### src/shared/interval_timer_pkg.sv
package interval_timer_pkg;

  localparam int DATA_W = 32;
  localparam int COUNT_W = 16;
  localparam int PRE_W = 8;
  localparam int DEC_W = 8;

  // Register byte offsets
  localparam logic [DEC_W-1:0] OFS_CTRL = 8'h00;
  localparam logic [DEC_W-1:0] OFS_COUNT = 8'h04;

  // Control word field positions
  localparam int ON_BIT = 15;
  localparam int GATE_BIT = 6;
  localparam int PS_LSB = 4;
  localparam int SYNC_BIT = 2;
  localparam int SRC_BIT = 1;

  // Prescale select codes and the matching terminal counts
  localparam logic [1:0] PS_DIV1 = 2'h0;
  localparam logic [1:0] PS_DIV8 = 2'h1;
  localparam logic [1:0] PS_DIV64 = 2'h2;
  localparam logic [1:0] PS_DIV256 = 2'h3;
  localparam logic [PRE_W-1:0] TERM_DIV1 = 8'h00;
  localparam logic [PRE_W-1:0] TERM_DIV8 = 8'h07;
  localparam logic [PRE_W-1:0] TERM_DIV64 = 8'h3f;
  localparam logic [PRE_W-1:0] TERM_DIV256 = 8'hff;

  localparam logic [COUNT_W-1:0] COUNT_RESET = 16'h0000;
  localparam logic [COUNT_W-1:0] COUNT_MAX = 16'hffff;
  localparam int HTRANS_ACTIVE_BIT = 1;
  localparam logic HRESP_OKAY = 1'b0;

  typedef struct packed {
    logic timer_on;
    logic gate_accumulate_enable;
    logic [1:0] prescale_select;
    logic external_sync_select;
    logic clock_source_select;
  } ctrl_s;

  localparam ctrl_s CTRL_RESET = '0;

  typedef enum logic [1:0] {
    MODE_TIMER = 2'h0,
    MODE_GATED = 2'h1,
    MODE_SYNC = 2'h3,
    MODE_ASYNC = 2'h2
  } mode_e;

  typedef enum logic [1:0] {
    BUS_IDLE = 2'h0,
    BUS_WRITE = 2'h1,
    BUS_READ = 2'h3,
    BUS_READ_DONE = 2'h2
  } bus_state_e;

  function automatic mode_e mode_of(input ctrl_s c);
    if (!c.clock_source_select) begin
      mode_of = c.gate_accumulate_enable ? MODE_GATED : MODE_TIMER;
    end else begin
      mode_of = c.external_sync_select ? MODE_SYNC : MODE_ASYNC;
    end
  endfunction

  function automatic logic [PRE_W-1:0] term_of(input logic [1:0] ps);
    case (ps)
      PS_DIV1: term_of = TERM_DIV1;
      PS_DIV8: term_of = TERM_DIV8;
      PS_DIV64: term_of = TERM_DIV64;
      default: term_of = TERM_DIV256;
    endcase
  endfunction

endpackage

### src/core/interval_timer.sv
`timescale 1ns/1ns
`default_nettype none
module interval_timer (
  // Clock and reset
  input wire logic hclk,
  input wire logic hresetn,
  // AHB-Lite slave
  input wire logic hsel,
  input wire logic [31:0] haddr,
  input wire logic [1:0] htrans,
  input wire logic hwrite,
  input wire logic [2:0] hsize,
  input wire logic [31:0] hwdata,
  input wire logic hready,
  output logic [31:0] hrdata,
  output logic hreadyout,
  output logic hresp,
  // Count or gate pin
  input wire logic external_count_input,
  // Timer state
  output logic [15:0] count_value
);

  interval_timer_pkg::bus_state_e bus_state, next_bus_state;
  logic [interval_timer_pkg::DEC_W-1:0] addr_q, next_addr_q;
  logic [31:0] next_hrdata;
  interval_timer_pkg::ctrl_s ctrl, next_ctrl;
  logic [15:0] next_count_value;
  logic [interval_timer_pkg::PRE_W-1:0] pre_cnt, next_pre_cnt;
  logic pin_prev, sync_stage1, sync_stage2;
  interval_timer_pkg::mode_e mode;
  logic addr_take, wr_ctrl, wr_count, count_load, pin_rise, src_pulse, pre_tick, count_tick;

  // Bus access
  assign addr_take = hsel && htrans[interval_timer_pkg::HTRANS_ACTIVE_BIT] && hready;
  assign hreadyout = (bus_state != interval_timer_pkg::BUS_READ);
  assign hresp = interval_timer_pkg::HRESP_OKAY;
  assign wr_ctrl = (bus_state == interval_timer_pkg::BUS_WRITE)
    && (addr_q == interval_timer_pkg::OFS_CTRL);
  assign wr_count = (bus_state == interval_timer_pkg::BUS_WRITE)
    && (addr_q == interval_timer_pkg::OFS_COUNT);

  always_comb begin
    next_addr_q = addr_q;
    next_bus_state = interval_timer_pkg::BUS_IDLE;
    next_hrdata = hrdata;
    if (bus_state == interval_timer_pkg::BUS_READ) begin
      // One wait state lets the read data come straight from a flip-flop
      next_bus_state = interval_timer_pkg::BUS_READ_DONE;
      case (addr_q)
        interval_timer_pkg::OFS_CTRL: begin
          next_hrdata = '0;
          next_hrdata[interval_timer_pkg::ON_BIT] = ctrl.timer_on;
          next_hrdata[interval_timer_pkg::GATE_BIT] = ctrl.gate_accumulate_enable;
          next_hrdata[interval_timer_pkg::PS_LSB+:2] = ctrl.prescale_select;
          next_hrdata[interval_timer_pkg::SYNC_BIT] = ctrl.external_sync_select;
          next_hrdata[interval_timer_pkg::SRC_BIT] = ctrl.clock_source_select;
        end
        interval_timer_pkg::OFS_COUNT: begin
          next_hrdata = {16'h0000, count_value};
        end
        default: begin
          next_hrdata = '0;
        end
      endcase
    end else if (addr_take) begin
      next_addr_q = haddr[interval_timer_pkg::DEC_W-1:0];
      next_bus_state = hwrite ? interval_timer_pkg::BUS_WRITE : interval_timer_pkg::BUS_READ;
    end
  end

  always_ff @(posedge hclk or negedge hresetn) begin
    if (!hresetn) begin
      bus_state <= interval_timer_pkg::BUS_IDLE;
      addr_q <= '0;
      hrdata <= '0;
    end else begin
      bus_state <= next_bus_state;
      addr_q <= next_addr_q;
      hrdata <= next_hrdata;
    end
  end

  // Control word
  always_comb begin
    next_ctrl = ctrl;
    if (wr_ctrl) begin
      next_ctrl.timer_on = hwdata[interval_timer_pkg::ON_BIT];
      next_ctrl.gate_accumulate_enable = hwdata[interval_timer_pkg::GATE_BIT];
      next_ctrl.prescale_select = hwdata[interval_timer_pkg::PS_LSB+:2];
      next_ctrl.external_sync_select = hwdata[interval_timer_pkg::SYNC_BIT];
      next_ctrl.clock_source_select = hwdata[interval_timer_pkg::SRC_BIT];
    end
  end

  always_ff @(posedge hclk or negedge hresetn) begin
    if (!hresetn) begin
      ctrl <= interval_timer_pkg::CTRL_RESET;
    end else begin
      ctrl <= next_ctrl;
    end
  end

  // Clock source, prescaler and optional synchroniser
  assign mode = interval_timer_pkg::mode_of(ctrl);
  assign pin_rise = external_count_input && !pin_prev;

  always_comb begin
    case (mode)
      interval_timer_pkg::MODE_TIMER: src_pulse = 1'b1;
      interval_timer_pkg::MODE_GATED: src_pulse = external_count_input;
      interval_timer_pkg::MODE_SYNC: src_pulse = pin_rise;
      interval_timer_pkg::MODE_ASYNC: src_pulse = pin_rise;
      default: src_pulse = 1'b0;
    endcase
    src_pulse = src_pulse && ctrl.timer_on;
  end

  assign pre_tick = src_pulse
    && (pre_cnt == interval_timer_pkg::term_of(ctrl.prescale_select));

  always_comb begin
    next_pre_cnt = pre_cnt;
    // A reconfigure or reload restarts the division so the first period is whole
    if (!ctrl.timer_on || wr_ctrl || count_load || pre_tick) begin
      next_pre_cnt = '0;
    end else if (src_pulse) begin
      next_pre_cnt = pre_cnt + 8'h01;
    end
  end

  always_ff @(posedge hclk or negedge hresetn) begin
    if (!hresetn) begin
      pre_cnt <= '0;
      pin_prev <= 1'b0;
      sync_stage1 <= 1'b0;
      sync_stage2 <= 1'b0;
    end else begin
      pre_cnt <= next_pre_cnt;
      pin_prev <= external_count_input;
      // Timer ticks stay out of the retiming stages, so a switch to sync mode adds no count
      sync_stage1 <= pre_tick && (mode == interval_timer_pkg::MODE_SYNC);
      sync_stage2 <= sync_stage1;
    end
  end

  // Synchronised mode counts the retimed prescaler output, asynchronous mode counts it directly
  assign count_tick = (mode == interval_timer_pkg::MODE_SYNC)
    ? (sync_stage2 && ctrl.timer_on) : pre_tick;

  // Counter
  assign count_load = wr_count
    && !((mode == interval_timer_pkg::MODE_SYNC) && ctrl.timer_on);

  always_comb begin
    next_count_value = count_value;
    if (count_load) begin
      next_count_value = hwdata[interval_timer_pkg::COUNT_W-1:0];
    end else if (count_tick) begin
      next_count_value = count_value + 16'h0001;
    end
  end

  always_ff @(posedge hclk or negedge hresetn) begin
    if (!hresetn) begin
      count_value <= interval_timer_pkg::COUNT_RESET;
    end else begin
      count_value <= next_count_value;
    end
  end
endmodule
`default_nettype wire

### config.mk
export PLATFORM = sky130hd
export DESIGN_NAME = interval_timer
export DESIGN_NICKNAME = d
export VERILOG_FILES = /design/src/shared/interval_timer_pkg.sv /design/src/core/interval_timer.sv
export SDC_FILE = /design/constraint.sdc
export NUM_CORES = 1
export LEC_CHECK = 0
export BUFFER_PORTS_ARGS = -buffer_cell sky130_fd_sc_hd__buf_2
export CAP_MARGIN = 25
export CORE_ASPECT_RATIO = 0.5
export CORE_MARGIN = 3
export CORE_UTILIZATION = 49
export CTS_CLUSTER_DIAMETER = 150
export DETAILED_ROUTE_END_ITERATION = 8
export GPL_ROUTABILITY_DRIVEN = 0
export GPL_TIMING_DRIVEN = 0
export PLACE_DENSITY = 0.8
export SLEW_MARGIN = 20
export SYNTH_ARGS = -nofsm -noshare
export SYNTH_HDL_FRONTEND = slang
export SYNTH_SLANG_ARGS = --single-unit
### constraint.sdc
create_clock -name hclk -period 2.65 [get_ports hclk]
set_clock_uncertainty 0.05 [all_clocks]
set_input_delay 0.1325 -clock hclk [delete_from_list [all_inputs] [get_ports hclk]]
set_output_delay 0.1325 -clock hclk [all_outputs]
set_load 0.01 [all_outputs]
==> results of run 1 <==
kinds of logic after synthesis:
family / count (synthesis) / share of synthesized area
multiplexers: 17 / 0.0577
flip-flops: 59 / 0.448
buffers and inverters: 44 / 0.0756
AND/OR/NAND/NOR: 124 / 0.190
other: 1 / 0.00114
adder cells (fa/ha/maj): 2 / 0.00759
XOR/XNOR: 8 / 0.0213
AO/OA/AOI/OAI: 82 / 0.198
final timing paths:
path,startpoint,to,slack [ns],cells past startpoint
setup / recovery,addr_q[6],count_value[14],0.36,7
hold / removal,hwdata[1],ctrl[0],0.02,2
setup reg to reg,addr_q[6],count_value[14],0.36,7
hold reg to reg,sync_stage1,sync_stage2,0.31,0
max in group asynchronous,hresetn,addr_q[4],1.69,2
min in group asynchronous,hresetn,hrdata[6],0.36,2
final cells by class:
type,instances,share of cell area
repair buffers,75,0.104
flip-flops and latches,59,0.352
inverters,7,0.00626
plain buffers,37,0.0531
clock inverters,2,0.00835
multi-input cells,250,0.388
clock buffers,13,0.0620
well taps,88,0.0262
stage by stage:
stage	util	setup WS, ns	hold slack (ns)
floorplan	-	0.732	-0.213
global placement	0.602	0.463	0.232
detailed placement	0.602	0.415	0.192
CTS	0.668	0.389	0.0118
global route	0.668	0.226	0.0198
finish	0.668	0.365	0.0206
worst max-delay path: cells and delay by family (launching register included):
kind / cells / cell delay [ns]
buffers and inverters: 2 / 0.51
and+or+nand+nor: 3 / 0.85
DFF: 1 / 0.38
AOI/OAI and AO/OA: 2 / 0.34
synthesized netlist by cell type, types with 3 or more instances:
cell / instances
dfrtp_1: 59
nand2_1: 32
nor2_1: 29
nand3_1: 25
buf_4: 18
mux2_2: 15
a21oi_1: 12
clkbuf_1: 11
o21ai_0: 9
a211oi_1: 8
o2111ai_1: 8
inv_1: 7
a221oi_1: 6
o211ai_2: 6
and3_1: 5
buf_2: 5
nor3_1: 5
o31ai_1: 5
nand4_1: 4
o221ai_1: 4
xnor2_1: 4
xor2_1: 4
and2_1: 3
or3_1: 3
routing by layer:
layer	share of wire	global-route usage	wire (µm)	up-vias
li1	-	-	-	1424
met1	0.44	0.300	3750	1425
met2	0.47	0.372	4060	96
met3	0.076	0.0681	651	12
met4	0.013	0.0754	108	0
met5	0	0	0	-
where the power goes:
group / internal, W / leakage, nW / total (W) / switching, W
clock: 0.000771 / 0.146 / 0.00116 / 0.000390
combinational: 0.000255 / 1.10 / 0.000553 / 0.000298
sequential: 0.000986 / 0.733 / 0.00107 / 0.0000837
total: 0.00201 / 1.98 / 0.00278 / 0.000772
placed cells by master, fill, tap and decap left out, types with 3 or more instances in the layout:
| cell type | synthesis | routed |
|---|---|---|
| buf_4 | 18 | 19 |
| dfrtp_1 | 59 | 59 |
| inv_1 | 7 | 7 |
| o221ai_1 | 4 | 4 |
| xor2_1 | 4 | 4 |
| and3_1 | 5 | 5 |
| nand4_1 | 4 | 4 |
| dlygate4sd3_1 | 0 | 12 |
| conb_1 | 1 | 17 |
| buf_2 | 5 | 67 |
| xnor2_1 | 4 | 4 |
| nor2_1 | 29 | 29 |
| o21ai_0 | 9 | 9 |
| a221oi_1 | 6 | 6 |
| mux2_2 | 15 | 15 |
| o2111ai_1 | 8 | 8 |
| a211oi_1 | 8 | 8 |
| nand3_1 | 25 | 25 |
| clkbuf_16 | 0 | 9 |
| or3_1 | 3 | 3 |
| and2_1 | 3 | 3 |
| o31ai_1 | 5 | 5 |
| o211ai_2 | 6 | 6 |
| clkbuf_1 | 11 | 13 |
| nor3_1 | 5 | 5 |
| nand2_1 | 32 | 32 |
| a21oi_1 | 12 | 12 |
flip-flops by register name (all words and copies together), names as in the netlist:
name,count
pre_cnt,8
pin_prev,1
hrdata,16
addr_q,8
bus_state,2
count_value,16
sync_stage1,1
sync_stage2,1
ctrl,6
what timing repair did:
item                                    4_1_cts  5_1_grt
endpoints found under the hold margin        70        0
setup buffers                                 0        0
hold buffers                                 12        0
endpoints found under the setup margin        0        0
==> flow_summary_export.csv, run 1 <==
group,metric,value,unit
finish,final_cell_area,4200,µm²
clock_network,clockBufferDepth,2,
die,num_rows,20,
clock_network,cts_resized,0,
worst_setup_path,required,2.78,ns
placed_design,io_buffers,63,
synthesis,ys_types,63,
timing,post-route-period-util,0.862,
pwr,p_total,0.00278,W
synthesis,yosys_warnings,0,
synthesis,syn-cell-area,3290,µm²
die,initial_core_util,0.525,
finish,area_delta_synth_final,27.4,%
drt,drc,0,
synthesis,synth-seq-area-share,0.448,
synthesis,ys_ff_latch,59,
timing,slew-limit-headroom,0.502,
timing,max_freq,438,MHz
synthesis,synth_area_leaders,"dfrtp_1, mux2_2, buf_4",
synthesis,ys.flop_type,"dfrtp_1",
worst_setup_path,critPathLaunchType,"flop",
timing,tightest_slew,0.747,ns
timing,period_minus_slack,2.29,ns
status,outcome,"completed",
die,io_pins,125,
worst_hold_path,hold_path.class,"in2reg",
global_route,antenna_found_initial,0,
timing,hold_violations,0,
worst_setup_path,critPathMaxFanout,10,
clock_network,cts_root_buf,"clkbuf_16",
worst_setup_path,worstPathArrival,2.41,ns
synthesis,synth_top_area_cell,"dfrtp_1",
synthesis,yosysTopAreaCellShare,0.448,
timing,setup_violations,0,
global_route,grt_usage,0.231,
clock_network,tritoncts,"done",
die,die_y,64.0,µm
finish,drive_above_1_share,0.300,
finish,fill_cells,498,
worst_setup_path,cp-end-kind,"flop",
placed_design,dp_cells,504,
pwr,ir_drop,0.000324,V
timing,rsz0062_at_grt,"no",
worst_setup_path,critPathKind,"reg2reg",
placed_design,dpl.hpwl,5900,µm
finish,stdcell_count,531,
timing,finalSetupTns,0,ns
die,core,6280,µm²
clock_network,clk_latency,0.33,ns
drt,totalWireLength,8570,µm
clock_network,clock_sinks,59,
finish,nets,516,
pwr,p_leak,1.98,nW
synthesis,syn_inst,337,
finish,antenna_cells,0,
drt,detail_route.vias_per_cell,5.57,
clock_network,cts_buffers,9,
drt,avgRoutedWirePerCell,16.1,µm
global_route,gr-total-overflow,0,
global_route,first_global_vias,2843,
global_route,grt_pass1_wl,14100,µm
drt,drt_iter0_markers,211,
worst_setup_path,cpPeakStageDelay,0.41,ns
clock_network,clk_pin_slew,0.05,ns
finish,multi_input_area,1630,µm²
drt,num_vias,2957,
worst_setup_path,worstPathCellList,"nor4_2 > and3_1 > buf_2 > nand2_2 > clkbuf_1 > o311ai_0 > o221ai_1",
synthesis,synth-edff-count,0,
placed_design,dpl-instance-area,3780,µm²
drt,ant_nets,0,
die,dieArea,7800,µm²
timing,slew_violations,0,
finish,regArea,1480,µm²
drt,first_pass_iters,4,
synthesis,avgSynthCellArea,9.78,µm²
worst_setup_path,worst_path_max_delay_cell,"nor4_2",
clock_network,cts_max_level,3,
job,max_cap_violations,0,
pwr,powerDensity,663,nW/µm²
die,die_w,122,µm
global_route,grt_max_degree,60,
synthesis,async_reset_ff_frac,1.00,
Note: power is estimated with default switching activity, not from simulation.
==> run 2: changes to the inputs <==
--- a/config.mk
+++ b/config.mk
@@ -14,7 +14,9 @@
 export DETAILED_ROUTE_END_ITERATION = 8
 export GPL_ROUTABILITY_DRIVEN = 0
 export GPL_TIMING_DRIVEN = 0
+export MAX_ROUTING_LAYER = met4
 export PLACE_DENSITY = 0.8
+export REMOVE_ABC_BUFFERS = 1
 export SLEW_MARGIN = 20
 export SYNTH_ARGS = -nofsm -noshare
 export SYNTH_HDL_FRONTEND = slang
==> flow_summary_export.csv, run 2 (same netlist as run 1, synthesis figures left out) <==
group,metric,value,unit
worst_setup_path,cp-end-kind,"flop",
clock_network,clk_latency,0.33,ns
placed_design,dpl-instance-area,3560,µm²
worst_setup_path,worstPathCellList,"nand4_1 > o21ai_0 > a21oi_2 > o221ai_1",
die,die_y,64.0,µm
global_route,antenna_found_initial,0,
worst_setup_path,worstPathArrival,2.55,ns
die,die_w,122,µm
timing,rsz0062_at_grt,"no",
worst_setup_path,required,2.76,ns
finish,layout_commonest_cell,"buf_2",
timing,period_minus_slack,2.44,ns
die,core,6280,µm²
status,outcome,"completed",
timing,worst_slack,0.210,ns
clock_network,clock_sinks,59,
global_route,grt_pass1_wl,14100,µm
finish,nets,483,
worst_hold_path,hold_path.class,"in2reg",
clock_network,clk_pin_slew,0.06,ns
finish,area_delta_synth_final,23.0,%
drt,avgRoutedWirePerCell,17.2,µm
drt,drt_iter0_markers,340,
drt,first_pass_iters,5,
global_route,grt_max_degree,60,
clock_network,clockBufferDepth,2,
drt,num_vias,2988,
timing,timing.hold.ws,0.00969,ns
global_route,first_global_vias,2788,
clock_network,cts_max_level,3,
die,dieArea,7800,µm²
worst_setup_path,critPathMaxFanout,18,
finish,final_cell_mix,"buf_2, dfrtp_1, nand2_1",
timing,slew-limit-headroom,0.469,
worst_setup_path,worst_path_max_delay_cell,"a21oi_2",
placed_design,io_buffers,63,
clock_network,tritoncts,"done",
drt,ant_nets,0,
timing,setup_violations,0,
drt,totalWireLength,8580,µm
pwr,ir_drop,0.000360,V
clock_network,cts_root_buf,"clkbuf_16",
die,num_rows,20,
die,io_pins,125,
die,initial_core_util,0.525,
global_route,gr-total-overflow,0,
timing,post-route-period-util,0.921,
pwr,powerDensity,709,nW/µm²
placed_design,dp_slack,-0.203,ns
timing,slew_violations,0,
pwr,p_leak,1.86,nW
job,max_cap_violations,0,
timing,hold_violations,0,
worst_setup_path,critPathLaunchType,"flop",
finish,drive_above_1_share,0.285,
timing,tightest_slew,0.796,ns
worst_setup_path,cpPeakStageDelay,0.66,ns
finish,largestRegisters,"count_value (16), hrdata (16)",
worst_setup_path,critPathKind,"reg2reg",
drt,detail_route.vias_per_cell,5.99,
timing,finalSetupTns,0,ns
placed_design,dpl.hpwl,5650,µm
finish,final_cell_area,4050,µm²
drt,drc,0,
timing,max_freq,410,MHz
finish,antenna_cells,0,
global_route,grt_usage,0.236,
clock_network,cts_buffers,9,
## run 2: changes by cell type in the layout (fill, tap and decap cells not counted), sizes merged
cell / previous run / this run
bufinv: 1 / 2
clkbuf: 26 / 10
clkinvlp: 0 / 2
buf: 87 / 67
clkinv: 1 / 2
## run 2: path summary, 6_finish.rpt
kind	start	to	slack [ns]	cells after the start
setup / recovery	ctrl[5]	count_value[11]	0.21	4
hold / removal	haddr[2]	addr_q[2]	0.01	2
setup reg to reg	ctrl[5]	count_value[11]	0.21	4
hold reg to reg	sync_stage1	sync_stage2	0.30	0
max in group asynchronous	hresetn	pre_cnt[0]	1.69	2
min in group asynchronous	hresetn	count_value[9]	0.35	2
## run 2: critical path, delay by kind of cell (launching register included)
| family | cells | cell delay (ns) |
|---|---|---|
| compound gates | 3 | 1.17 |
| flops | 1 | 0.45 |
| simple gates | 1 | 0.60 |
## run 2: timing repair
| item | in CTS | in global routing |
|---|---|---|
| setup endpoints to repair | 9 | 7 |
| setup buffers | 0 | 4 |
| pin swaps | 1 | 2 |
| hold buffers | 12 | 0 |
| endpoints found under the hold margin | 70 | 0 |
| resized for setup | 3 | 0 |
## run 2: cell type report
| class | count | area, µm² |
|---|---|---|
| inverters | 7 | 26.3 |
| fillers | 504 | 2230 |
| flip-flops and latches | 59 | 1480 |
| clock inverters | 6 | 88.8 |
| multi-input cells | 250 | 1640 |
| repair buffers | 79 | 468 |
| clock buffers | 10 | 239 |
| well taps | 88 | 110 |
## run 2: power by group
part           switching [W]  total (W)  internal [W]
combinational       0.000295   0.000525      0.000231
clock               0.000419    0.00127      0.000847
sequential         0.0000959    0.00108      0.000985
total               0.000809    0.00287       0.00206
## run 2: per-stage QoR
stage	util	total power [W]	cells
finish	0.645	0.00287	499
global route	0.645	0.00300	499
CTS	0.640	0.00287	495
detailed placement	0.567	0.00159	467
global placement	0.566	0.00156	467
floorplan	-	0.00141	316
## run 2: metal layers
metal  vias up  global-route usage  share of wire
li1       1361                   -              -
met1      1439               0.285           0.41
met2       167               0.397           0.49
met3        21              0.0584          0.086
met4         0              0.0684          0.019
met5         -                   -              0
==> run 3: changes to the inputs <==
--- a/config.mk
+++ b/config.mk
@@ -7,15 +7,17 @@
 export LEC_CHECK = 0
 export BUFFER_PORTS_ARGS = -buffer_cell sky130_fd_sc_hd__buf_2
 export CAP_MARGIN = 25
+export CELL_PAD_IN_SITES_DETAIL_PLACEMENT = 1
+export CELL_PAD_IN_SITES_GLOBAL_PLACEMENT = 1
 export CORE_ASPECT_RATIO = 0.5
 export CORE_MARGIN = 3
-export CORE_UTILIZATION = 49
+export CORE_UTILIZATION = 36
 export CTS_CLUSTER_DIAMETER = 150
 export DETAILED_ROUTE_END_ITERATION = 8
 export GPL_ROUTABILITY_DRIVEN = 0
 export GPL_TIMING_DRIVEN = 0
 export MAX_ROUTING_LAYER = met4
-export PLACE_DENSITY = 0.8
+export PLACE_DENSITY_LB_ADDON = 0.1
 export REMOVE_ABC_BUFFERS = 1
 export SLEW_MARGIN = 20
 export SYNTH_ARGS = -nofsm -noshare
==> flow_summary_export.csv, run 3 (same netlist as run 1, synthesis figures left out) <==
group,metric,value,unit
status,outcome,"completed",
global_route,antenna_found_initial,0,
clock_network,cts_max_level,3,
timing,rsz0062_at_grt,"no",
global_route,gr-total-overflow,0,
pwr,p_leak,1.88,nW
drt,num_vias,2956,
timing,max_freq,412,MHz
finish,layout_commonest_cell,"buf_2",
clock_network,cts_buffers,9,
placed_design,dpl.hpwl,6880,µm
timing,setup_violations,0,
drt,detail_route.vias_per_cell,5.67,
finish,antenna_cells,0,
finish,multi_input_area,1660,µm²
placed_design,io_buffers,63,
drt,totalWireLength,9940,µm
drt,avgRoutedWirePerCell,19.1,µm
worst_hold_path,hold_path.class,"in2reg",
clock_network,clock_sinks,59,
worst_setup_path,critPathMaxFanout,13,
pwr,powerDensity,711,nW/µm²
job,max_cap_violations,0,
clock_network,cts_root_buf,"clkbuf_16",
die,die_w,141,µm
timing,slew-limit-headroom,0.442,
die,num_rows,23,
clock_network,clk_latency,0.33,ns
finish,regArea,1480,µm²
worst_setup_path,critPathLaunchType,"flop",
pwr,ir_drop,0.000358,V
finish,final_cell_area,4080,µm²
drt,drc,0,
worst_setup_path,required,2.82,ns
finish,nets,481,
clock_network,clockBufferDepth,2,
finish,area_delta_synth_final,23.9,%
die,die_y,73.6,µm
drt,first_pass_iters,4,
global_route,grt_max_degree,60,
global_route,grt_pass1_wl,16400,µm
die,initial_core_util,0.391,
drt,drt_iter0_markers,125,
clock_network,clk_pin_slew,0.05,ns
finish,fill_cells,981,
timing,finalSetupTns,0,ns
timing,post-route-period-util,0.915,
finish,drive_above_1_share,0.281,
timing,hold_violations,0,
worst_setup_path,worstPathArrival,2.59,ns
placed_design,dpl-instance-area,3590,µm²
timing,period_minus_slack,2.43,ns
die,core,8430,µm²
die,io_pins,125,
timing,slew_violations,0,
pwr,p_total,0.00290,W
worst_setup_path,critPathKind,"reg2reg",
worst_setup_path,cp-end-kind,"flop",
drt,ant_nets,0,
global_route,first_global_vias,3139,
global_route,grt_usage,0.210,
finish,largestRegisters,"count_value (16), hrdata (16)",
die,dieArea,10400,µm²
clock_network,tritoncts,"done",
finish,final_cell_mix,"buf_2, dfrtp_1, nand2_1",
timing,tightest_slew,0.834,ns
run 3: changes by cell type in the layout (fill, tap and decap cells not counted), sizes merged:
cell | previous run | this run
clkinvlp | 2 | 0
buf | 67 | 65
clkbuf | 10 | 11
clkinv | 2 | 3
run 3: cell type report:
type / instances / area share
multi-input combinational: 250 / 0.406
sequential: 59 / 0.362
timing repair buffer: 77 / 0.111
clock buffer: 11 / 0.0619
tap: 112 / 0.0343
clock inverter: 5 / 0.0184
inverter: 7 / 0.00644
run 3: per-stage QoR:
step | cells | hold WS [ns] | utilization | setup slack (ns)
2_1_floorplan | 316 | -0.213 | - | 0.361
3_3_place_gp | 491 | 0.233 | 0.425 | -0.286
3_5_place_dp | 491 | 0.208 | 0.426 | -0.351
4_1_cts | 519 | 0.00270 | 0.481 | -0.00792
5_1_grt | 521 | 0.00792 | 0.484 | 0.0238
6_report | 521 | 0.0102 | 0.484 | 0.225
run 3: power breakdown:
group	internal [W]	leakage [nW]	switching [W]	total, W
clock network	0.000868	0.165	0.000417	0.00128
registers	0.000985	0.733	0.0000985	0.00108
logic	0.000230	0.978	0.000304	0.000535
total	0.00208	1.88	0.000819	0.00290
run 3: worst max-delay path: stages (launching register included):
cell,delay [ns]
dfrtp_1,0.39
nor4_2,0.46
nand3_2,0.39
o21ai_0,0.48
a21o_1,0.21
mux2_1,0.33
run 3: final timing paths:
check,end,cells past startpoint,startpoint,slack [ns]
worst min register to register,sync_stage2,0,sync_stage1,0.30
worst min-delay path,ctrl[0],2,hwdata[1],0.01
max in group asynchronous,hrdata[4],2,hresetn,1.67
min in group asynchronous,count_value[11],2,hresetn,0.38
worst max-delay path,count_value[1],5,addr_q[6],0.22
worst max register to register,count_value[1],5,addr_q[6],0.22
run 3: routing by layer:
layer | part of all wire | global-route usage | up-vias
met5 | 0 | - | -
met4 | 0.0087 | 0.0548 | 0
met3 | 0.060 | 0.0637 | 10
met2 | 0.49 | 0.343 | 91
met1 | 0.44 | 0.257 | 1512
li1 | - | - | 1343
run 3: timing repair:
action                     CTS  global route
pin swaps                    1             2
hold buffers                12             0
gates resized for setup      3             2
cloned                       0             0
setup endpoints to repair   24            17
buffers inserted             0             2
hold endpoints to repair    70             0
